**config.mk**
```make
export PLATFORM = sky130hd
export DESIGN_NAME = ffr_fet_fault_retry
export DESIGN_NICKNAME = d
export VERILOG_FILES = /design/src/ffr_pkg.sv /design/src/ffr_fold_if.sv /design/src/ffr_sync.sv /design/src/ffr_foldback.sv /design/src/ffr_fet_fault_retry.sv
export SDC_FILE = /design/constraint.sdc
export NUM_CORES = 1
export LEC_CHECK = 0
export ABC_AREA = 1
export BUFFER_PORTS_ARGS = -buffer_cell sky130_fd_sc_hd__buf_2
export CELL_PAD_IN_SITES_DETAIL_PLACEMENT = 1
export CELL_PAD_IN_SITES_GLOBAL_PLACEMENT = 2
export CORE_MARGIN = 2
export CORE_UTILIZATION = 37
export CTS_BUF_LIST = sky130_fd_sc_hd__clkbuf_4 sky130_fd_sc_hd__clkbuf_8
export DETAILED_ROUTE_END_ITERATION = 16
export MAX_ROUTING_LAYER = met4
export PLACE_DENSITY_LB_ADDON = 0.2
export SLEW_MARGIN = 30
export SYNTH_ARGS = -nofsm -noshare
export SYNTH_HDL_FRONTEND = slang
export SYNTH_SLANG_ARGS = --single-unit
```
**constraint.sdc**
```tcl
create_clock -name core_clk -period 18.5 [get_ports core_clk]
set_clock_uncertainty 0.1 [all_clocks]
set_input_delay 1.85 -clock core_clk [delete_from_list [all_inputs] [get_ports core_clk]]
set_output_delay 1.85 -clock core_clk [all_outputs]
set_load 0.05 [all_outputs]
```
**src/ffr_pkg.sv**
```systemverilog
/*
  Shared constants of the FET fault supervision block: register map, field
  layout, threshold tables, timing figures and the supervisor state encoding.
  Assumes a 10 MHz core clock and an 8-bit register port behind the serial engine.
*/
package ffr_pkg;
  // register offsets
  localparam logic [7:0] ADDR_FAULT_PRESENT = 8'h03;
  localparam logic [7:0] ADDR_LATCHED_FAULTS = 8'h04;
  localparam logic [7:0] ADDR_CONTROL_FIRST = 8'h0A;
  localparam logic [7:0] ADDR_CONTROL_SECOND = 8'h0B;
  localparam logic [7:0] ADDR_LIMIT_FOLDBACK = 8'h0D;
  localparam logic [7:0] ADDR_THRESH_TIMER = 8'h0E;
  localparam logic [7:0] ADDR_REBOOT_DELAY = 8'hA2;
  localparam logic [7:0] ADDR_NV_LIMIT_FOLDBACK = 8'hAD;
  // field positions
  localparam int CODE_LSB = 0;
  localparam int FB_LSB = 4;
  localparam int LOAD_POWER_FOLDBACK_EN_BIT = 6;
  localparam int FBDIS_BIT = 7;
  localparam int DRAIN_HIGH_THRESHOLD_SEL_LSB = 0;
  localparam int FTBD_LSB = 2;
  localparam int COOL_LSB = 4;
  localparam int SHDN_BIT = 0;
  localparam int HOSTON_BIT = 1;
  localparam int RETRY_LSB = 0;
  localparam int FLAG_BIT = 0;
  // threshold figures
  localparam logic [4:0] LIMIT_BASE_MV = 5'h0F;
  localparam logic [4:0] LIMIT_MAX_MV = 5'h1E;
  localparam logic [9:0] RATIO_FULL = 10'h3E8;
  localparam logic [9:0] RATIO_HALF = 10'h1F4;
  localparam logic [9:0] RATIO_FIFTH = 10'h0C8;
  localparam logic [9:0] RATIO_TENTH = 10'h064;
  localparam logic [11:0] KNEE_MV = 12'h384;
  localparam logic [11:0] LOAD_POWER_FOLDBACK_EN_END_MV = 12'h708;
  localparam logic [7:0] DRAIN_TH0_MV = 8'h48;
  localparam logic [7:0] DRAIN_TH1_MV = 8'h66;
  localparam logic [7:0] DRAIN_TH2_MV = 8'h8F;
  localparam logic [7:0] DRAIN_TH3_MV = 8'hCB;
  // timing: one tick per millisecond, delays counted in ticks
  localparam int CLK_PERIOD_NS = 100;
  localparam int TICK_NS = 1000000;
  localparam int TICK_CYCLES = (TICK_NS + CLK_PERIOD_NS - 1) / CLK_PERIOD_NS;
  localparam logic [11:0] FAULT_BASE_MS = 12'h100;
  localparam logic [16:0] COOL_BASE_MS = 17'h00200;
  localparam logic [14:0] RETRY_RESET_MS = 15'h4000;
  // retry field codes
  localparam logic [1:0] RETRY_NONE = 2'h0;
  localparam logic [1:0] RETRY_ONE = 2'h1;
  localparam logic [1:0] RETRY_SEVEN = 2'h2;
  localparam logic [1:0] RETRY_FOREVER = 2'h3;
  localparam logic [2:0] RETRY_ONE_CNT = 3'h1;
  localparam logic [2:0] RETRY_SEVEN_CNT = 3'h7;
  // supervisor states
  typedef enum logic [4:0] {
    ST_OFF = 5'h01,
    ST_ON = 5'h02,
    ST_COOL = 5'h04,
    ST_HOLD = 5'h08,
    ST_LOCK = 5'h10
  } ffr_state_t;
endpackage : ffr_pkg

```
**src/ffr_fold_if.sv**
```systemverilog
/*
  Carrier between the supervisor and the foldback calculator.
  Assumes both ends run on core_clk.
*/
`timescale 1ns/1ps
`default_nettype none
interface ffr_fold_if;
  logic [4:0] limitMv;
  logic [1:0] foldbackRatioSel;
  logic loadPowerFoldbackEn;
  logic normalFoldbackDisable;
  logic powerGood;
  logic [11:0] outputMv;
  logic [9:0] ratioPermille;
  logic [14:0] limitUv;
  modport ctrl (output limitMv, foldbackRatioSel, loadPowerFoldbackEn, normalFoldbackDisable,
    powerGood, outputMv, input ratioPermille, limitUv);
  modport calc (input limitMv, foldbackRatioSel, loadPowerFoldbackEn, normalFoldbackDisable,
    powerGood, outputMv, output ratioPermille, limitUv);
endinterface : ffr_fold_if
`default_nettype wire

```
**src/ffr_sync.sv**
```systemverilog
/*
  Two-stage synchroniser bank for pin-level inputs.
  Assumes inputs are slow levels; a pulse shorter than one clock can be missed.
*/
`timescale 1ns/1ps
`default_nettype none
module ffr_sync #(
  parameter int W = 1
) (
  // clock and reset
  input wire logic core_clk,
  input wire logic rst,
  // levels
  input wire logic [W-1:0] asyncIn,
  output logic [W-1:0] syncOut
);
  genvar i;
  generate
    for (i = 0; i < W; i++)
    begin : gBit
      logic stage1_r;
      // first stage feeds only the second
      always_ff @(posedge core_clk or posedge rst)
      begin
        if (rst)
        begin
          stage1_r <= 1'b0;
          syncOut[i] <= 1'b0;
        end
        else
        begin
          stage1_r <= asyncIn[i];
          syncOut[i] <= stage1_r;
        end
      end
    end
  endgenerate
endmodule : ffr_sync
`default_nettype wire

```
**src/ffr_foldback.sv**
```systemverilog
/*
  Foldback calculator: turns the limit setting and output voltage into a
  folded ratio and a folded limit in microvolts, both registered.
  Assumes outputMv is an attenuated output sample on core_clk.
*/
`timescale 1ns/1ps
`default_nettype none
module ffr_foldback (
  // clock and reset
  input wire logic core_clk,
  input wire logic rst,
  // carrier
  ffr_fold_if.calc fold
);
  logic [9:0] selRatio;
  logic [9:0] ratio;
  logic [11:0] vClip;
  logic [19:0] rampUp;
  logic [19:0] rampDown;
  // selected folded level
  always_comb
  begin
    case (fold.foldbackRatioSel)
      2'h0: selRatio = ffr_pkg::RATIO_TENTH;
      2'h1: selRatio = ffr_pkg::RATIO_FIFTH;
      2'h2: selRatio = ffr_pkg::RATIO_HALF;
      default: selRatio = ffr_pkg::RATIO_FULL;
    endcase
  end
  // profile: flat in startup, voltage ramp once power good
  always_comb
  begin
    vClip = (fold.outputMv > ffr_pkg::LOAD_POWER_FOLDBACK_EN_END_MV) ? ffr_pkg::LOAD_POWER_FOLDBACK_EN_END_MV : fold.outputMv;
    rampUp = 20'((20'(ffr_pkg::RATIO_FULL - selRatio) * 20'(vClip)) / 20'(ffr_pkg::KNEE_MV));
    rampDown = 20'((20'(ffr_pkg::RATIO_HALF) * 20'(vClip - ffr_pkg::KNEE_MV))
      / 20'(ffr_pkg::KNEE_MV));
    if (!fold.powerGood)
      ratio = selRatio;
    else if (vClip < ffr_pkg::KNEE_MV)
      ratio = fold.normalFoldbackDisable ? ffr_pkg::RATIO_FULL
        : 10'(20'(selRatio) + rampUp);
    else if (fold.loadPowerFoldbackEn)
      ratio = 10'(20'(ffr_pkg::RATIO_FULL) - rampDown);
    else
      ratio = ffr_pkg::RATIO_FULL;
  end
  // registered results
  always_ff @(posedge core_clk or posedge rst)
  begin
    if (rst)
    begin
      fold.ratioPermille <= ffr_pkg::RATIO_FULL;
      fold.limitUv <= 15'h0000;
    end
    else
    begin
      fold.ratioPermille <= ratio;
      fold.limitUv <= 15'(fold.limitMv) * 15'(ratio); // widen first so the product keeps its top bits
    end
  end
endmodule : ffr_foldback
`default_nettype wire

```
**src/ffr_fet_fault_retry.sv**
```systemverilog
/*
  FET fault supervisor: limit and foldback settings, drain-high and gate-low
  detection, fault timer, cooling delay and the auto-retry counter.
  Assumes a register port from the serial engine on core_clk, comparator
  levels arriving asynchronously from the analog front end, and an output
  voltage sample and power-good latch from logic on core_clk.
*/
`timescale 1ns/1ps
`default_nettype none
module ffr_fet_fault_retry #(
  parameter int TICK_CYCLES = ffr_pkg::TICK_CYCLES,
  parameter logic [7:0] NV_LIMIT_DEFAULT = 8'h0F
) (
  // clock and reset
  input wire logic core_clk,
  input wire logic rst,
  // register port
  input wire logic [7:0] regAddr,
  input wire logic regWrEn,
  input wire logic [7:0] regWrData,
  input wire logic regRdEn,
  output logic [7:0] regRdData,
  // comparator pins
  input wire logic drainAboveRef,
  input wire logic firstFetDriverLow,
  input wire logic secondFetDriverLow,
  input wire logic inCurrentLimit,
  input wire logic parallelMode,
  // on-chip measurements
  input wire logic powerGoodLatched,
  input wire logic [11:0] outputSenseMv,
  // gate command and analog settings
  output logic fetOnCmd,
  output logic [4:0] limitSenseThresholdMv,
  output logic [5:0] fastPulldownThresholdMv,
  output logic [9:0] foldRatioPermille,
  output logic [14:0] foldedLimitUv,
  output logic [1:0] drainHighThresholdSel,
  output logic [7:0] drainHighThresholdMv,
  // status levels
  output logic fetFaultPresent,
  output logic fetFaultLatched,
  output logic delayRunning
);
  localparam int TCW = $clog2(TICK_CYCLES + 1);
  localparam logic [TCW-1:0] TICK_LAST = TCW'(TICK_CYCLES - 1);

  ////////////////////////////////////////////////////////////////////////////
  // declarations
  logic [7:0] nvCfg_r;
  logic [7:0] limitFoldbackCfg_r;
  logic [7:0] threshTimerCfg_r;
  logic [7:0] controlFirst_r;
  logic [7:0] controlSecond_r;
  logic nvLoaded_r;
  logic [2:0] pinSync;
  logic [1:0] strapSync;
  logic drainHigh;
  logic gateLow;
  logic fetBad;
  logic [TCW-1:0] tickCnt_r;
  logic tick;
  logic present_r;
  logic latched_r;
  logic [11:0] faultMs_r;
  logic faultDone_r;
  logic [11:0] faultDurMs;
  logic faultExpire;
  logic [16:0] coolMs_r;
  logic [16:0] coolDurMs;
  logic coolExpire;
  logic [14:0] rstMs_r;
  logic rstRunning_r;
  logic [2:0] retryCnt_r;
  logic [2:0] retryCnt_nxt;
  logic [2:0] retryLimit;
  logic [2:0] retryBase;
  logic retryStart;
  logic shutdown;
  logic hostOn;
  logic shutdownEn;
  logic [1:0] retrySel;
  logic [3:0] currentLimitCode;
  logic [4:0] limitMv;
  logic clearLatchWr;
  ffr_pkg::ffr_state_t state_r;
  ffr_pkg::ffr_state_t state_nxt;
  ffr_fold_if foldBus();

  assign hostOn = controlFirst_r[ffr_pkg::HOSTON_BIT];
  assign shutdownEn = controlFirst_r[ffr_pkg::SHDN_BIT];
  assign retrySel = controlSecond_r[ffr_pkg::RETRY_LSB +: 2];
  assign currentLimitCode = limitFoldbackCfg_r[ffr_pkg::CODE_LSB +: 4];

  ////////////////////////////////////////////////////////////////////////////
  // pin synchronisers
  ffr_sync #(.W(3)) uPinSync (
    .core_clk(core_clk),
    .rst(rst),
    .asyncIn({drainAboveRef, firstFetDriverLow, secondFetDriverLow}),
    .syncOut(pinSync)
  );
  ffr_sync #(.W(2)) uStrapSync (
    .core_clk(core_clk),
    .rst(rst),
    .asyncIn({inCurrentLimit, parallelMode}),
    .syncOut(strapSync)
  );

  ////////////////////////////////////////////////////////////////////////////
  // configuration registers
  // nonvolatile copy, then one load into the live copy after reset release
  always_ff @(posedge core_clk or posedge rst)
  begin
    if (rst)
    begin
      nvCfg_r <= NV_LIMIT_DEFAULT;
      limitFoldbackCfg_r <= 8'h00;
      nvLoaded_r <= 1'b0;
    end
    else
    begin
      nvLoaded_r <= 1'b1;
      if (regWrEn && regAddr == ffr_pkg::ADDR_NV_LIMIT_FOLDBACK)
        nvCfg_r <= regWrData;
      if (!nvLoaded_r)
        limitFoldbackCfg_r <= nvCfg_r;
      else if (regWrEn && regAddr == ffr_pkg::ADDR_LIMIT_FOLDBACK)
        limitFoldbackCfg_r <= regWrData;
    end
  end

  // thresholds, timers and control words
  always_ff @(posedge core_clk or posedge rst)
  begin
    if (rst)
    begin
      threshTimerCfg_r <= 8'h00;
      controlFirst_r <= 8'h00;
      controlSecond_r <= 8'h00;
    end
    else if (regWrEn)
    begin
      case (regAddr)
        ffr_pkg::ADDR_THRESH_TIMER: threshTimerCfg_r <= {1'b0, regWrData[6:0]};
        ffr_pkg::ADDR_CONTROL_FIRST: controlFirst_r <= {6'h00, regWrData[1:0]};
        ffr_pkg::ADDR_CONTROL_SECOND: controlSecond_r <= {6'h00, regWrData[1:0]};
        default: ;
      endcase
    end
  end

  ////////////////////////////////////////////////////////////////////////////
  // analog settings derived from the configuration
  always_comb
  begin
    limitMv = ffr_pkg::LIMIT_BASE_MV + {1'b0, currentLimitCode};
    if (limitMv > ffr_pkg::LIMIT_MAX_MV)
      limitMv = ffr_pkg::LIMIT_MAX_MV;
  end

  always_ff @(posedge core_clk or posedge rst)
  begin
    if (rst)
    begin
      limitSenseThresholdMv <= ffr_pkg::LIMIT_BASE_MV;
      fastPulldownThresholdMv <= {ffr_pkg::LIMIT_BASE_MV, 1'b0};
      drainHighThresholdSel <= 2'h0;
      drainHighThresholdMv <= ffr_pkg::DRAIN_TH0_MV;
    end
    else
    begin
      limitSenseThresholdMv <= limitMv;
      fastPulldownThresholdMv <= {limitMv, 1'b0};
      drainHighThresholdSel <= threshTimerCfg_r[ffr_pkg::DRAIN_HIGH_THRESHOLD_SEL_LSB +: 2];
      case (threshTimerCfg_r[ffr_pkg::DRAIN_HIGH_THRESHOLD_SEL_LSB +: 2])
        2'h0: drainHighThresholdMv <= ffr_pkg::DRAIN_TH0_MV;
        2'h1: drainHighThresholdMv <= ffr_pkg::DRAIN_TH1_MV;
        2'h2: drainHighThresholdMv <= ffr_pkg::DRAIN_TH2_MV;
        default: drainHighThresholdMv <= ffr_pkg::DRAIN_TH3_MV;
      endcase
    end
  end

  // foldback calculation
  assign foldBus.limitMv = limitSenseThresholdMv;
  assign foldBus.foldbackRatioSel = limitFoldbackCfg_r[ffr_pkg::FB_LSB +: 2];
  assign foldBus.loadPowerFoldbackEn = limitFoldbackCfg_r[ffr_pkg::LOAD_POWER_FOLDBACK_EN_BIT];
  assign foldBus.normalFoldbackDisable = limitFoldbackCfg_r[ffr_pkg::FBDIS_BIT];
  assign foldBus.powerGood = powerGoodLatched;
  assign foldBus.outputMv = outputSenseMv;
  assign foldRatioPermille = foldBus.ratioPermille;
  assign foldedLimitUv = foldBus.limitUv;

  ffr_foldback uFoldback (
    .core_clk(core_clk),
    .rst(rst),
    .fold(foldBus)
  );

  ////////////////////////////////////////////////////////////////////////////
  // FET bad detection
  always_comb
  begin
    drainHigh = pinSync[2];
    if (strapSync[0])
      gateLow = (pinSync[1] & pinSync[0])
        | ((pinSync[1] ^ pinSync[0]) & ~strapSync[1]);
    else
      gateLow = pinSync[1] | pinSync[0];
    fetBad = fetOnCmd & (drainHigh | gateLow);
  end

  // millisecond tick
  always_ff @(posedge core_clk or posedge rst)
  begin
    if (rst)
      tickCnt_r <= '0;
    else if (tickCnt_r == TICK_LAST)
      tickCnt_r <= '0;
    else
      tickCnt_r <= tickCnt_r + TCW'(1);
  end
  assign tick = (tickCnt_r == TICK_LAST);

  // present flag follows the condition while on, drops at shutdown
  always_ff @(posedge core_clk or posedge rst)
  begin
    if (rst)
      present_r <= 1'b0;
    else
      present_r <= fetBad & ~shutdown;
  end

  // fault timer
  assign faultDurMs = ffr_pkg::FAULT_BASE_MS << threshTimerCfg_r[ffr_pkg::FTBD_LSB +: 2];
  assign faultExpire = present_r & tick & ~faultDone_r & (faultMs_r == faultDurMs - 12'h001);

  always_ff @(posedge core_clk or posedge rst)
  begin
    if (rst)
    begin
      faultMs_r <= 12'h000;
      faultDone_r <= 1'b0;
    end
    else if (!present_r)
    begin
      faultMs_r <= 12'h000;
      faultDone_r <= 1'b0;
    end
    else if (faultExpire)
      faultDone_r <= 1'b1;
    else if (tick && !faultDone_r)
      faultMs_r <= faultMs_r + 12'h001;
  end

  // latched fault: expiry wins over a clearing write
  assign clearLatchWr = regWrEn & (regAddr == ffr_pkg::ADDR_LATCHED_FAULTS)
    & ~regWrData[ffr_pkg::FLAG_BIT];
  always_ff @(posedge core_clk or posedge rst)
  begin
    if (rst)
      latched_r <= 1'b0;
    else if (faultExpire)
      latched_r <= 1'b1;
    else if (clearLatchWr)
      latched_r <= 1'b0;
  end

  ////////////////////////////////////////////////////////////////////////////
  // retry bookkeeping
  assign retryLimit = (retrySel == ffr_pkg::RETRY_ONE) ? ffr_pkg::RETRY_ONE_CNT
    : ffr_pkg::RETRY_SEVEN_CNT;
  assign retryBase = rstRunning_r ? retryCnt_r : 3'h0;
  assign shutdown = faultExpire & shutdownEn & (state_r == ffr_pkg::ST_ON);

  // supervisor next state
  always_comb
  begin
    state_nxt = state_r;
    retryCnt_nxt = retryCnt_r;
    retryStart = 1'b0;
    case (state_r)
      ffr_pkg::ST_OFF:
        if (hostOn)
          state_nxt = ffr_pkg::ST_ON;
      ffr_pkg::ST_ON:
        if (shutdown)
        begin
          if (retrySel == ffr_pkg::RETRY_NONE)
            state_nxt = ffr_pkg::ST_HOLD;
          else if (retrySel == ffr_pkg::RETRY_FOREVER)
            state_nxt = ffr_pkg::ST_COOL;
          else if (retryBase >= retryLimit)
            state_nxt = ffr_pkg::ST_LOCK;
          else
          begin
            retryCnt_nxt = retryBase + 3'h1;
            state_nxt = ffr_pkg::ST_COOL;
          end
        end
      ffr_pkg::ST_COOL:
        if (coolExpire)
        begin
          state_nxt = ffr_pkg::ST_ON;
          retryStart = (retrySel == ffr_pkg::RETRY_ONE) | (retrySel == ffr_pkg::RETRY_SEVEN);
        end
      ffr_pkg::ST_HOLD:
        if (!latched_r || !shutdownEn)
          state_nxt = ffr_pkg::ST_COOL;
      ffr_pkg::ST_LOCK:
        state_nxt = ffr_pkg::ST_LOCK;
      default:
        state_nxt = ffr_pkg::ST_OFF;
    endcase
    if (!hostOn)
      state_nxt = ffr_pkg::ST_OFF;
  end

  always_ff @(posedge core_clk or posedge rst)
  begin
    if (rst)
      state_r <= ffr_pkg::ST_OFF;
    else
      state_r <= state_nxt;
  end

  // cooling delay, restarted on entry
  assign coolDurMs = ffr_pkg::COOL_BASE_MS << threshTimerCfg_r[ffr_pkg::COOL_LSB +: 3];
  assign coolExpire = tick & (coolMs_r == coolDurMs - 17'h00001);
  always_ff @(posedge core_clk or posedge rst)
  begin
    if (rst)
      coolMs_r <= 17'h00000;
    else if (state_r != ffr_pkg::ST_COOL)
      coolMs_r <= 17'h00000;
    else if (tick)
      coolMs_r <= coolMs_r + 17'h00001;
  end

  // counter reset timer, started at each finite retry
  always_ff @(posedge core_clk or posedge rst)
  begin
    if (rst)
    begin
      rstMs_r <= 15'h0000;
      rstRunning_r <= 1'b0;
      retryCnt_r <= 3'h0;
    end
    else
    begin
      retryCnt_r <= retryCnt_nxt;
      if (retryStart)
      begin
        rstMs_r <= 15'h0000;
        rstRunning_r <= 1'b1;
      end
      else if (rstRunning_r && tick)
      begin
        if (rstMs_r == ffr_pkg::RETRY_RESET_MS - 15'h0001)
        begin
          rstRunning_r <= 1'b0;
          retryCnt_r <= 3'h0;
        end
        else
          rstMs_r <= rstMs_r + 15'h0001;
      end
    end
  end

  ////////////////////////////////////////////////////////////////////////////
  // outputs and register reads
  always_ff @(posedge core_clk or posedge rst)
  begin
    if (rst)
    begin
      fetOnCmd <= 1'b0;
      delayRunning <= 1'b0;
    end
    else
    begin
      fetOnCmd <= (state_nxt == ffr_pkg::ST_ON);
      delayRunning <= (state_nxt == ffr_pkg::ST_COOL);
    end
  end
  assign fetFaultPresent = present_r;
  assign fetFaultLatched = latched_r;

  always_ff @(posedge core_clk or posedge rst)
  begin
    if (rst)
      regRdData <= 8'h00;
    else if (regRdEn)
    begin
      case (regAddr)
        ffr_pkg::ADDR_FAULT_PRESENT: regRdData <= {7'h00, present_r};
        ffr_pkg::ADDR_LATCHED_FAULTS: regRdData <= {7'h00, latched_r};
        ffr_pkg::ADDR_CONTROL_FIRST: regRdData <= controlFirst_r;
        ffr_pkg::ADDR_CONTROL_SECOND: regRdData <= controlSecond_r;
        ffr_pkg::ADDR_LIMIT_FOLDBACK: regRdData <= limitFoldbackCfg_r;
        ffr_pkg::ADDR_THRESH_TIMER: regRdData <= threshTimerCfg_r;
        ffr_pkg::ADDR_REBOOT_DELAY: regRdData <= {7'h00, delayRunning};
        ffr_pkg::ADDR_NV_LIMIT_FOLDBACK: regRdData <= nvCfg_r;
        default: regRdData <= 8'h00;
      endcase
    end
  end
endmodule : ffr_fet_fault_retry
`default_nettype wire

```
# [Yosys cells after proc, flatten, opt, wreduce, memory -nomap -nowiden]
# Cells that the tools add are included.
[word_totals] ff_bits=158 input_bits=38 out_inout_bits=58 word_cells=179
[op_classes] addsub=12 mul=3 div=2 magnitude_cmp=4 eq_ne=32 shifts=2 n_mux=48 bitwise=21 reduce_logical=21
[ops] cell="one-hot mux 8 bit (8 select lines)" count=1
[ops] cell="two-way mux 12 bit" count=4
[ops] cell="two-way mux 15 bit" count=3
[ops] cell="divider 20 x 10 -> 20 bit (second input constant)" count=2
[ops] cell="two-way mux 10 bit" count=4
[ops] cell="two-way mux 5 bit" count=8
[ops] cell="two-way mux 17 bit" count=2
[ops] cell="equality test 8 x 4 -> 1 bit (second input constant)" count=4
[ops] cell="two-way mux 3 bit" count=10
[ops] cell="one-hot mux 10 bit (3 select lines)" count=1
[ops] cell="one-hot mux 5 bit (5 select lines)" count=1
[ops] cell="one-hot mux 8 bit (3 select lines)" count=1
[ops] cell="multiplier 20 x 12 -> 20 bit" count=1
[ops] cell="multiplier 7 x 20 -> 18 bit (first input constant)" count=1
[ops] cell="adder 17 x 1 -> 17 bit (second input constant)" count=1
[ops] cell="equality test 17 bit" count=1
[ops] cell="<< shifter 10 x 3 -> 17 bit (first input constant)" count=1
[ops] cell="subtractor 17 x 1 -> 17 bit (second input constant)" count=1
[ops] cell="equality test 8 bit (second input constant)" count=2
[ops] cell="two-way mux 8 bit" count=2
[ops] cell="adder 15 x 1 -> 15 bit (second input constant)" count=1
[ops] cell="equality test 15 x 14 -> 1 bit (second input constant)" count=1
[ops] cell="multiplier 5 x 10 -> 15 bit" count=1
[ops] cell="adder 14 x 1 -> 14 bit (second input constant)" count=1
[ops] cell="other kinds (39)" count=90

# [Depth between registers and ports, before layout]
# Gate-level depths: netlist of the first run.
[depth] depth_word=11 depth_mapped=141 ltp_nobuf=138

# [Cells and area by module]
# A second synthesis of the first run with hierarchy kept.
[unflattened] hier_cells=3256 area_unflattened_um2=22288.9
[by_module_without_submodules] module="ffr_foldback" n_inst=1 cells_per_inst=2397 area_each_um2=15292.2 seq_area_each_um2=633.1
[by_module_without_submodules] module="ffr_fet_fault_retry" n_inst=1 cells_per_inst=847 area_each_um2=6739.0 seq_area_each_um2=3041.7
[by_module_without_submodules] module="ffr_sync at uPinSync" n_inst=1 cells_per_inst=7 area_each_um2=153.9 seq_area_each_um2=150.1
[by_module_without_submodules] module="ffr_sync at uStrapSync" n_inst=1 cells_per_inst=5 area_each_um2=103.8 seq_area_each_um2=100.1

# [Least setup slack after synthesis of the first run]
# OpenSTA, ideal clock, no wires.
[synth_path] path_type="input-to-reg" start="input port outputSenseMv[4]" end="register uFoldback.fold.limitUv[14]" setup_time_ps=80 t_arrival_ps=18161 t_required_ps=18320 setup_slack_ps=159 path_stages=128 n_path_buf=5 path_cell_list="nor2_1 -> and2_1 -> nand3_1 -> nand2_2 -> inv_2 -> nor2_1 -> inv_1 -> ha_1 -> inv_1 -> xor2_1 -> inv_1 -> ha_1 -> inv_1 -> o21ai_0 -> inv_1 -> fa_1 -> fa_1 -> fa_1 -> [92 not listed] -> inv_1 -> nor2_1 -> fa_1 -> fa_1 -> inv_1 -> fa_1 -> inv_1 -> ha_1 -> a21oi_1 -> o21ai_0 -> a21oi_1 -> nor2_1 -> nor2_1 -> inv_1 -> a21oi_1 -> o21ai_0 -> a21oi_1 -> xnor2_1"
[synth_between] elab_chain_cells=10 elab_cells_between_ends=15 classes_between="add/sub: 3; mul: 3; div: 2; order compare: 2; mux: 5"
[synth_lines] element="start, declared" line_no="ffr_fet_fault_retry.sv:31" text="input wire logic [11:0] outputSenseMv,"
[synth_lines] element="> comparator 12 x 11 -> 1 bit" line_no="ffr_foldback.sv:33" text="vClip = (fold.outputMv > ffr_pkg::LOAD_POWER_FOLDBACK_EN_END_MV) ? ffr_pkg::LOAD_POWER_FOLDBACK_EN_END_MV : fo ..."
[synth_lines] element="two-way mux 12 bit (*)" line_no="ffr_foldback.sv:33"
[synth_lines] element="subtractor 12 x 10 -> 13 bit" line_no="ffr_foldback.sv:35" text="rampDown = 20'((20'(ffr_pkg::RATIO_HALF) * 20'(vClip - ffr_pkg::KNEE_MV))"
[synth_lines] element="multiplier 7 x 20 -> 18 bit" line_no="ffr_foldback.sv:35"
[synth_lines] element="divider 20 x 10 -> 20 bit" line_no="ffr_foldback.sv:36" text="/ 20'(ffr_pkg::KNEE_MV));"
[synth_lines] element="subtractor 10 bit" line_no="ffr_foldback.sv:43" text="ratio = 10'(20'(ffr_pkg::RATIO_FULL) - rampDown);"
[synth_lines] element="two-way mux 10 bit" line_no="ffr_foldback.sv:42" text="else if (fold.loadPowerFoldbackEn)"
[synth_lines] element="two-way mux 10 bit (*)" line_no="ffr_foldback.sv:39" text="else if (vClip < ffr_pkg::KNEE_MV)"
[synth_lines] element="two-way mux 10 bit (*)" line_no="ffr_foldback.sv:37" text="if (!fold.powerGood)"
[synth_lines] element="net uFoldback.ratio[6]" line_no="ffr_foldback.sv:16" text="logic [9:0] ratio;"
[synth_lines] element="multiplier 5 x 10 -> 15 bit (*)" line_no="ffr_foldback.sv:58" text="fold.limitUv <= 15'(fold.limitMv) * 15'(ratio);"
[synth_lines] element="end signal, assigned" line_no="ffr_foldback.sv:58"
[synth_lines] element="end, declared" line_no="ffr_fold_if.sv:19" text="powerGood, outputMv, output ratioPermille, limitUv);"
# The timed path passes the listed nets; every way through them passes the cells marked *.
# A chain may end at the register's enable or synchronous reset.

# [Final worst setup path of the first run]
[layout_path] start="input port outputSenseMv[1]" end="register uFoldback.fold.limitUv[14]"
# Same word-level chain as after synthesis.

==> out/metrics.cfg, run 1 <==
[sta]
timing.fmax_ghz = 0.0540
setup_viol = 1
drv_slew = 0
setup_slack_ns = -0.0114
fin_crit_sh_pct = 100
worstMarginPinSlew_ns = 0.814
slew_headroom_pct = 45.8
fin_crit_ns = 18.51
rsz0062_at_grt = true
finalHoldViolations = 0

[status]
violations = setup timing
status = complete, but fails checks

[drt]
ant_nets = 0
drt_iter0_drc = 810
drc = 0
drt_wl_total_mm = 80.1
route.vias.total = 23900
post_drt_wl_per_cell_um = 16.7
drt_pre_antenna_iters = 5
via_per_inst = 4.99

[yosys]
syn_area_per_cell_um2 = 6.76
synth-xor-area-share_pct = 5.01
synth_top_family_by_area = simple AND/OR/NAND/NOR gates
muxShareOfSynthArea_pct = 0.307
synthSimpleGateAreaFrac_pct = 34.3
ys_ff_latch = 156
ys.flop_type = dfrtp_1
yosysTopAreaCellShare_pct = 15.8
syn_inst = 3255
synth_edf_count = 0
ys_seq_area_share_pct = 17.8
yosysMostFrequentCell = nand2_1
synthArstFlopShare_pct = 100
yosysTopAreaCell = dfrtp_1
synthTopCellsByArea = dfrtp_1 (16%), nand2_1 (14%), fa_1 (14%)
synth_compound_area_share_pct = 8.74
ys_warn_count = 0
ys_types = 77
netlist_area_um2 = 22000
synth_fa_ha_area_share_pct = 21.0
yosys-top-cells-count = nand2_1 (816), inv_1 (607), nor2_1 (306)

[clocking]
clock_sinks = 156
path_clk_slew_ns = 0.09
cts_inserted_buffers = 17
ctsHtreeMaxLevel = 4
clockBufferDepth = 2
root_buffer = clkbuf_8
clk_latency_ns = 0.47
postCtsHoldBufs = 0
cts_tree = done

[floorplanning]
start_util_pct = 37.3
die_x_um = 248
std_cell_rows = 89
core_um2 = 58900
die_area_um2 = 61400
io_pins = 96
fp.dieH_um = 248

[placement]
numPortBuffers = 93
hpwl_mm = 61.8
place_ws_ns = -1.42
gp_congestion = 0.873
place_area_um2 = 27100

[global_route]
grt_pass1_wl_mm = 122
grt_max_degree = 90
overflow = 0
antenna_found_initial = 2
first_global_vias = 25200
grt_use_total_pct = 24.8

[finish]
design_area_um2 = 31000
final_util_pct = 52.7
area_growth_pct = 41.1
finalNetCount = 4317
drive_gt1_share_pct = 36.0

[min_path]
min_from = uStrapSync.gBit[0].stage1_r
hold_class = reg -> reg

[critical_path]
path_class = in -> reg
max_stage_delay_ns = 0.59
crit_start = outputSenseMv[1]
path_buf_inv = 29
worstPathRequired_ns = 18.75
critPathLaunchType = input pin
crit_family = simple AND/OR/NAND/NOR gates
cp_data_arrival_time_ns = 18.76
cpMaxStageDelayCell = fa_1
critPathCaptureType = flip-flop
cp_max_fo = 8
r2r-start = limitFoldbackCfg_r[4]
crit_top_cell = nand2_2

[run]
drv_cap = 0

## area by class of cell
type | count | area [µm²]
Tap cell | 773 | 967
Antenna cell | 2 | 5.00
Multi-Input combinational cell | 2423 | 17700
Inverter | 652 | 2500
Clock buffer | 20 | 269
Timing Repair Buffer | 750 | 5580
Sequential cell | 156 | 3930
Fill cell | 7550 | 27900
Clock inverter | 12 | 111
## worst paths after layout
kind,end,cells past startpoint,slack [ns]
setup / recovery,uFoldback.fold.limitUv[14],125,-0.01
hold / removal,uStrapSync.syncOut[0],0,0.26
setup reg to reg,uFoldback.fold.limitUv[14],114,0.94
hold reg to reg,uStrapSync.syncOut[0],0,0.26
max in group asynchronous,nvCfg_r[3],4,15.64
min in group asynchronous,uFoldback.fold.limitUv[2],2,1.42
## layout by cell type, fill, tap and decap left out, drive strengths merged, types with 3 or more instances in the layout
master	netlist	final
a211oi	4	4
a21boi	4	4
a21o	4	4
a21oi	122	122
a31oi	10	10
and2	3	3
and3	3	3
buf	25	750
clkbuf	16	20
clkinv	15	19
clkinvlp	0	4
conb	2	9
dfrtp	139	139
dfstp	17	17
fa	151	151
ha	128	128
inv	636	639
mux2	6	6
nand2	902	911
nand3	265	267
nand3b	6	6
nand4	61	61
nor2	340	340
nor3	59	59
nor3b	3	3
nor4	12	12
o211ai	16	16
o21a	6	6
o21ai	134	134
o21bai	7	7
o221ai	4	4
o22ai	7	7
or2	9	9
xnor2	28	28
xor2	94	94
## flip-flops by register name (all words and copies together), names as in the netlist, 3 cells and up
signal and flops:
coolMs_r 17, faultMs_r 12, regRdData 8, drainHighThresholdMv 6, uFoldback.fold.limitUv 15, tickCnt_r 14
threshTimerCfg_r 7, uFoldback.fold.ratioPermille 10, rstMs_r 15, nvCfg_r 8, state_r 5, limitFoldbackCfg_r 8
retryCnt_r 3, uPinSync.gBit.stage1_r 3, fastPulldownThresholdMv 5, uPinSync.syncOut 3
## metrics by stage
| step | instances | hold slack (ns) | setup TNS, ns |
|---|---|---|---|
| after global routing | 4788 | 0.262 | -5.50 |
| after CTS | 4662 | 0.260 | 0 |
| after detailed placement | 4609 | 0.236 | -10.74 |
| after global placement | 4609 | 0.233 | -2.26 |
| final | 4788 | 0.258 | -0.0114 |
| after floorplan | 3262 | 0.231 | 0 |
## repair_timing
item                                    in CTS  in global routing
buffers inserted                            17                117
endpoints found under the hold margin        0                  0
pin swaps                                   24                247
gates cloned                                 4                  8
gates resized for setup                     70                554
endpoints found under the setup margin      10                 12
## metal layers
| metal | wire length, µm | share of wire (%) | GRT usage (%) |
|---|---|---|---|
| met1 | 33200 | 41 | 28.9 |
| met2 | 43100 | 54 | 45.4 |
| met3 | 1570 | 2.0 | 2.68 |
| met4 | 2290 | 2.9 | 5.95 |
| met5 | 0 | 0 | - |
## kinds of logic (layout without fill, tap and decap cells)
logic type	count (synthesis)	count (layout)
AOI/OAI and AO/OA	330	330
xor gates and xnor gates	122	122
adders and majority gates	279	279
buffers and inverters	694	1434
DFF	156	156
muxes	6	6
other	2	11
and+or+nand+nor	1666	1677
## worst reg2reg max path, delay by kind of cell (launching register included)
kind	cells	cell delay (ns)
AO/OA/AOI/OAI	13	1.64
XOR/XNOR	4	0.56
adder cells (fa/ha/maj)	14	5.84
buffers and inverters	25	2.89
flip-flops	1	0.41
AND/OR/NAND/NOR	58	6.00
Power of run 1 is not shown: default switching activity piles up to over one toggle a cycle in this logic, so the estimate is an artifact.
==> run 2: changes to the inputs <==
--- a/config.mk
+++ b/config.mk
@@ -9,7 +9,6 @@
 export BUFFER_PORTS_ARGS = -buffer_cell sky130_fd_sc_hd__buf_2
 export CELL_PAD_IN_SITES_DETAIL_PLACEMENT = 1
 export CELL_PAD_IN_SITES_GLOBAL_PLACEMENT = 2
-export CORE_MARGIN = 2
 export CORE_UTILIZATION = 37
 export CTS_BUF_LIST = sky130_fd_sc_hd__clkbuf_4 sky130_fd_sc_hd__clkbuf_8
 export DETAILED_ROUTE_END_ITERATION = 16
==> constraint.sdc (replaced) <==
create_clock -name core_clk -period 17.1 [get_ports core_clk]
set_clock_uncertainty 0.1 [all_clocks]
set_input_delay 1.71 -clock core_clk [delete_from_list [all_inputs] [get_ports core_clk]]
set_output_delay 1.71 -clock core_clk [all_outputs]
set_load 0.05 [all_outputs]
==> run 2 against run 1 <==
- the run ends with DRC, setup timing left
- first-iteration DRC count up 30%
- global-route usage up 3.2 points
- register-to-register slack worse by 1.3 ns
- worst setup slack worse by 2.0 ns
- sequential cell count unchanged
==> out/metrics.cfg, run 2 (synthesis gave the netlist of run 1 again) <==
[critical_path]
worst-r2r-cell-count = 109  ; -4.4%
r2r-start = limitFoldbackCfg_r[4]
cp_data_arrival_time_ns = 19.36  ; +0.60 ns
reg2reg_to = uFoldback.fold.limitUv[14]
reg2reg_slack_ns = -0.32  ; -1.26 ns
crit_start = outputSenseMv[4]
critPathLaunchType = input pin
crit_top_cell = nand2_2
path_class = in -> reg
worstPathRequired_ns = 17.40  ; -1.35 ns
max_stage_delay_ns = 0.58  ; about the same
cpMaxStageDelayCell = fa_1
cp_max_fo = 12  ; +4
critPathCaptureType = flip-flop

[sta]
finalHoldViolations = 0  ; unchanged
drv_slew = 0  ; unchanged
slew_headroom_pct = 40.5  ; -5.3 points
setup_slack_ns = -1.97  ; -1.96 ns
timing.fmax_ghz = 0.0524
setup_viol = 13  ; +12
fin_crit_ns = 19.07
worstMarginPinSlew_ns = 0.891  ; +0.0774 ns
rsz0062_at_grt = true
fin_crit_sh_pct = 112

[finish]
regMostFlops = coolMs_r
largestRegisters = coolMs_r (17), rstMs_r (15), uFoldback.fold.limitUv (15)
largest_reg_flops = 17  ; unchanged
mostFrequentLayoutCells = buf_4 (816), nand2_1 (687), inv_1 (549)
design_area_um2 = 32600  ; +5.0%
final_common_cell = buf_4
final_util_pct = 55.3  ; +2.6 points
area_growth_pct = 48.1
layoutNonFillerInstCount = 5000  ; +4.4%
drive_gt1_share_pct = 39.0  ; +3.0 points
finalNetCount = 4530  ; +4.9%

[clocking]
ctsHtreeMaxLevel = 4  ; unchanged
cts_inserted_buffers = 17  ; unchanged
root_buffer = clkbuf_8
clockBufferDepth = 2  ; unchanged
path_clk_slew_ns = 0.09  ; about the same
postCtsHoldBufs = 0  ; unchanged
clock_sinks = 156  ; unchanged
clk_latency_ns = 0.48  ; about the same
cts_tree = done

[min_path]
min_from = uPinSync.gBit[0].stage1_r
hold_class = reg -> reg
hold_depth = 0  ; unchanged
hold_end = uPinSync.syncOut[0]

[drt]
via_per_inst = 5.01  ; +0.43%
drc = 2  ; +2
post_drt_wl_per_cell_um = 17.6  ; +5.2%
ant_nets = 0  ; unchanged
route.vias.total = 25100  ; +4.9%
drt_wl_total_mm = 88.0  ; +9.9%
drt_pre_antenna_iters = 12  ; +7
drt_iter0_drc = 1051  ; +30%

[floorplanning]
die_x_um = 246  ; -0.81%
core_um2 = 58900  ; unchanged
io_pins = 96  ; unchanged
start_util_pct = 37.3  ; unchanged
fp.dieH_um = 246  ; -0.81%
std_cell_rows = 89  ; unchanged
die_area_um2 = 60400  ; -1.6%

[placement]
place_area_um2 = 28600  ; +5.6%
hpwl_mm = 63.7  ; +3.0%
numPortBuffers = 93  ; unchanged
dp.cells = 4747  ; +3.0%
gp_congestion = 0.904  ; +3.5%

[global_route]
first_global_vias = 27100  ; +7.5%
overflow = 0  ; unchanged
antenna_found_initial = 2  ; unchanged
grt_use_total_pct = 28.0  ; +3.2 points
grt_pass1_wl_mm = 134  ; +10%
grt_max_degree = 100  ; +11%

[run]
drv_cap = 0  ; unchanged

[status]
violations = DRC, setup timing
status = complete, but fails checks

run 2: area by class of cell:
type	count	area [µm²]
antenna	1	2.50
clock buffer	19	249
clock inverter	13	108
fill	7559	26300
inverter	652	2510
multi-input combinational	2423	17500
sequential	156	3930
tap	773	967
timing repair buffer	963	7280
run 2: per-layer routing:
layer  vias up  part of all wire [%]  global-route usage (%)
li1      12100                     -                       -
met1     12500                    41                    32.2
met2       359                    54                    51.9
met3       188                   1.9                    2.26
met4         0                   3.3                    7.03
met5         -                     0                       -
run 2: stage by stage:
stage	setup TNS (ns)	hold slack (ns)	setup WS, ns
2_1_floorplan	-0.395	0.231	-0.224
3_3_place_gp	-10.48	0.233	-1.47
3_5_place_dp	-17.97	0.236	-2.14
4_1_cts	-3.68	0.258	-0.556
5_1_grt	-29.22	0.270	-2.85
6_report	-17.64	0.258	-1.97
run 2: how the worst max path moves through the flow:
| stage | depth (start not counted) | endpoint |
|---|---|---|
| final | 129 | uFoldback.fold.limitUv[14] |
| after global routing | 129 | uFoldback.fold.limitUv[14] |
| after CTS | 126 | uFoldback.fold.limitUv[14] |
| after detailed placement | 123 | uFoldback.fold.limitUv[14] |
| after global placement | 121 | uFoldback.fold.limitUv[14] |
| after floorplan | 124 | uFoldback.fold.limitUv[14] |
run 2: what timing repair did:
| action | in CTS | in global routing |
|---|---|---|
| setup buffers | 154 | 58 |
| gates resized for setup | 248 | 261 |
| pin swaps | 167 | 181 |
| setup endpoints to repair | 11 | 14 |
| cloned | 10 | 1 |
| hold endpoints to repair | 0 | 0 |
run 2: worst max-delay path: cells and delay by family:
| kind | cells | cell delay (ns) |
|---|---|---|
| simple gates | 77 | 8.14 |
| compound gates | 9 | 1.46 |
| fa+ha+maj | 9 | 3.85 |
| buf+inv | 30 | 3.30 |
| xor+xnor | 4 | 0.84 |
Power of run 2 is left out for the same reason.
==> run 3: changes to the inputs <==
--- a/config.mk
+++ b/config.mk
@@ -5,11 +5,11 @@
 export SDC_FILE = /design/constraint.sdc
 export NUM_CORES = 1
 export LEC_CHECK = 0
-export ABC_AREA = 1
+export ABC_AREA = 0
 export BUFFER_PORTS_ARGS = -buffer_cell sky130_fd_sc_hd__buf_2
 export CELL_PAD_IN_SITES_DETAIL_PLACEMENT = 1
 export CELL_PAD_IN_SITES_GLOBAL_PLACEMENT = 2
-export CORE_UTILIZATION = 37
+export CORE_UTILIZATION = 40
 export CTS_BUF_LIST = sky130_fd_sc_hd__clkbuf_4 sky130_fd_sc_hd__clkbuf_8
 export DETAILED_ROUTE_END_ITERATION = 16
 export MAX_ROUTING_LAYER = met4
==> run 3 against run 2 <==
- non-clock buffer count up 16
- wire length down 0.75%
- synthesized area up 1.4%
- hold slack worse by 0.0037 ns
- core utilization up 3.1 points
- first-iteration DRC count down 3.1%
- design area down 1.3%
- cell count down 12%
- the run ends with setup timing left
==> out/metrics.cfg, run 3 <==
[yosys]
yosys-top-cells-count = inv_1 (272), nand2_1 (239), nor2_1 (210)
netlist_area_um2 = 22300  ; +1.4%
yosysTopAreaCellShare_pct = 15.6  ; -0.21 points
syn_inst = 2707  ; -17%
synthArstFlopShare_pct = 100  ; unchanged
ys_types = 122  ; +58%
ys_seq_area_share_pct = 17.6  ; -0.24 points
synthTopCellsByArea = dfrtp_1 (16%), fa_1 (14%), ha_1 (7.2%)
ys_ff_latch = 156  ; unchanged
synth_edf_count = 0  ; unchanged
yosysMostFrequentCell = inv_1
yosysTopAreaCell = dfrtp_1
syn_area_per_cell_um2 = 8.24  ; +22%
ys.flop_type = dfrtp_1
ys_warn_count = 0  ; unchanged

[placement]
hpwl_mm = 66.7  ; +4.8%
place_area_um2 = 29700  ; +3.7%
numPortBuffers = 93  ; unchanged
gp_congestion = 0.911  ; +0.75%

[clocking]
clk_latency_ns = 0.49  ; about the same
clockBufferDepth = 2  ; unchanged
ctsHtreeMaxLevel = 4  ; unchanged
cts_inserted_buffers = 17  ; unchanged
root_buffer = clkbuf_8
path_clk_slew_ns = 0.10  ; about the same
cts_tree = done
clock_sinks = 156  ; unchanged

[floorplanning]
core_um2 = 55100  ; -6.5%
die_x_um = 238  ; -3.1%
fp.dieH_um = 238  ; -3.1%
start_util_pct = 40.5  ; +3.1 points
std_cell_rows = 86  ; -3.4%
die_area_um2 = 56700  ; -6.2%
io_pins = 96  ; unchanged

[sta]
setup_viol = 14  ; +1
drv_slew = 0  ; unchanged
setup_slack_ns = -2.88  ; -0.916 ns
timing.hold.ws_ns = 0.255  ; -0.00374 ns
slew_headroom_pct = 45.9  ; +5.4 points
fin_crit_ns = 19.98  ; +0.916 ns
finalHoldViolations = 0  ; unchanged
worstMarginPinSlew_ns = 0.809  ; -0.0817 ns
fin_crit_sh_pct = 117  ; +5.4 points
timing.fmax_ghz = 0.0500  ; -4.6%
setup_tns_ns = -26.55  ; -8.90 ns
rsz0062_at_grt = true

[global_route]
first_global_vias = 26800  ; -0.87%
grt_pass1_wl_mm = 137  ; +2.4%
overflow = 0  ; unchanged
antenna_found_initial = 0  ; -2
grt_max_degree = 81  ; -19%
grt_use_total_pct = 30.5  ; +2.6 points

[drt]
drt_iter0_drc = 1018  ; -3.1%
drt_wl_total_mm = 87.4  ; -0.75%
via_per_inst = 5.56  ; +11%
drt_pre_antenna_iters = 5  ; -7
ant_nets = 0  ; unchanged
post_drt_wl_per_cell_um = 19.9  ; +13%
drc = 0  ; -2
route.vias.total = 24400  ; -2.7%

[finish]
design_area_um2 = 32200  ; -1.3%
largestRegisters = coolMs_r (17), rstMs_r (15), uFoldback.fold.limitUv (15)
mostFrequentLayoutCells = buf_4 (858), inv_1 (261), nand2_1 (226)
area_growth_pct = 44.2
diodes = 0  ; -1
final_common_cell = buf_4
drive_gt1_share_pct = 37.5  ; -1.6 points
finalNetCount = 3942  ; -13%
regMostFlops = coolMs_r
largest_reg_flops = 17  ; unchanged

[min_path]
hold_class = reg -> reg
hold_depth = 0  ; unchanged

[critical_path]
critPathCaptureType = flip-flop
cp_max_fo = 6  ; -6
max_stage_delay_ns = 0.57  ; about the same
cp_data_arrival_time_ns = 20.29  ; +0.93 ns
cpMaxStageDelayCell = fa_1
worstPathRequired_ns = 17.41  ; about the same
worst-r2r-cell-count = 72  ; -34%
critPathLaunchType = input pin
crit_top_cell = buf_4
path_class = in -> reg

[status]
violations = setup timing
status = complete, but fails checks

[run]
drv_cap = 0  ; unchanged

==> run 3: changes by cell type after synthesis, sizes merged, moves of 40 or more <==
cell    delta
inv      -362
clkbuf    +45
nor2     -127
xnor2    +113
nand2    -663
and3      +40
nand3    -184
and2      +70
==> run 3: path summary, 6_finish.rpt <==
path	startpoint	to	slack (ns)
worst max-delay path	outputSenseMv[5]	uFoldback.fold.limitUv[14]	-2.88
worst min-delay path	uPinSync.gBit[1].stage1_r	uPinSync.syncOut[1]	0.25
worst max register to register	limitFoldbackCfg_r[4]	uFoldback.fold.limitUv[14]	-0.83
worst min register to register	uPinSync.gBit[1].stage1_r	uPinSync.syncOut[1]	0.25
max in group asynchronous	rst	state_r[4]	14.46
min in group asynchronous	rst	uFoldback.fold.limitUv[12]	1.22
==> run 3: through the flow <==
step | cells | util (%) | setup WS (ns)
floorplan | 2714 | - | -2.58
global placement | 4241 | 53.8 | -2.82
detailed placement | 4241 | 53.8 | -3.51
CTS | 4349 | 56.5 | -2.15
global route | 4386 | 58.4 | -3.69
finish | 4386 | 58.4 | -2.88
==> run 3: area by class of cell <==
class	instances	area (µm²)
Clock buffer	19	255
Clock inverter	13	166
Fill cell	6631	22900
Inverter	274	1040
Multi-Input combinational cell	2197	18600
Sequential cell	156	3930
Tap cell	748	936
Timing Repair Buffer	979	7260
==> run 3: cells by family (layout without fill, tap and decap cells) <==
logic type,after synthesis,in the layout,synth area share [%]
multiplexers,75,75,3.63
AO/OA/AOI/OAI,673,673,21.9
other,2,9,0.0337
buffers and inverters,361,1285,6.29
XOR/XNOR,198,198,7.78
AND/OR/NAND/NOR,961,961,21.9
flip-flops,156,156,17.6
adder cells (fa/ha/maj),281,281,20.8
==> run 3: repair_timing <==
action                                  CTS  global route
pin swaps                               114            92
hold buffers                              0             0
endpoints found under the setup margin   16            25
buffers inserted                         84            37
cloned                                    0             0
resized for setup                       104           136
==> run 3: layer usage <==
metal	global-route usage, %	vias to the layer above	share of wire [%]
li1	-	11400	-
met1	35.3	12400	41
met2	56.5	393	54
met3	2.22	179	1.9
met4	8.70	0	2.8
met5	-	-	0
==> run 3: critical path: cells and delay by family <==
family	cells	cell delay, ns
AOI/OAI and AO/OA	29	5.57
xor gates and xnor gates	4	0.76
adders and majority gates	12	4.87
buffers and inverters	21	2.53
muxes	1	0.45
and+or+nand+nor	26	4.39
Power of run 3 is left out for the same reason.
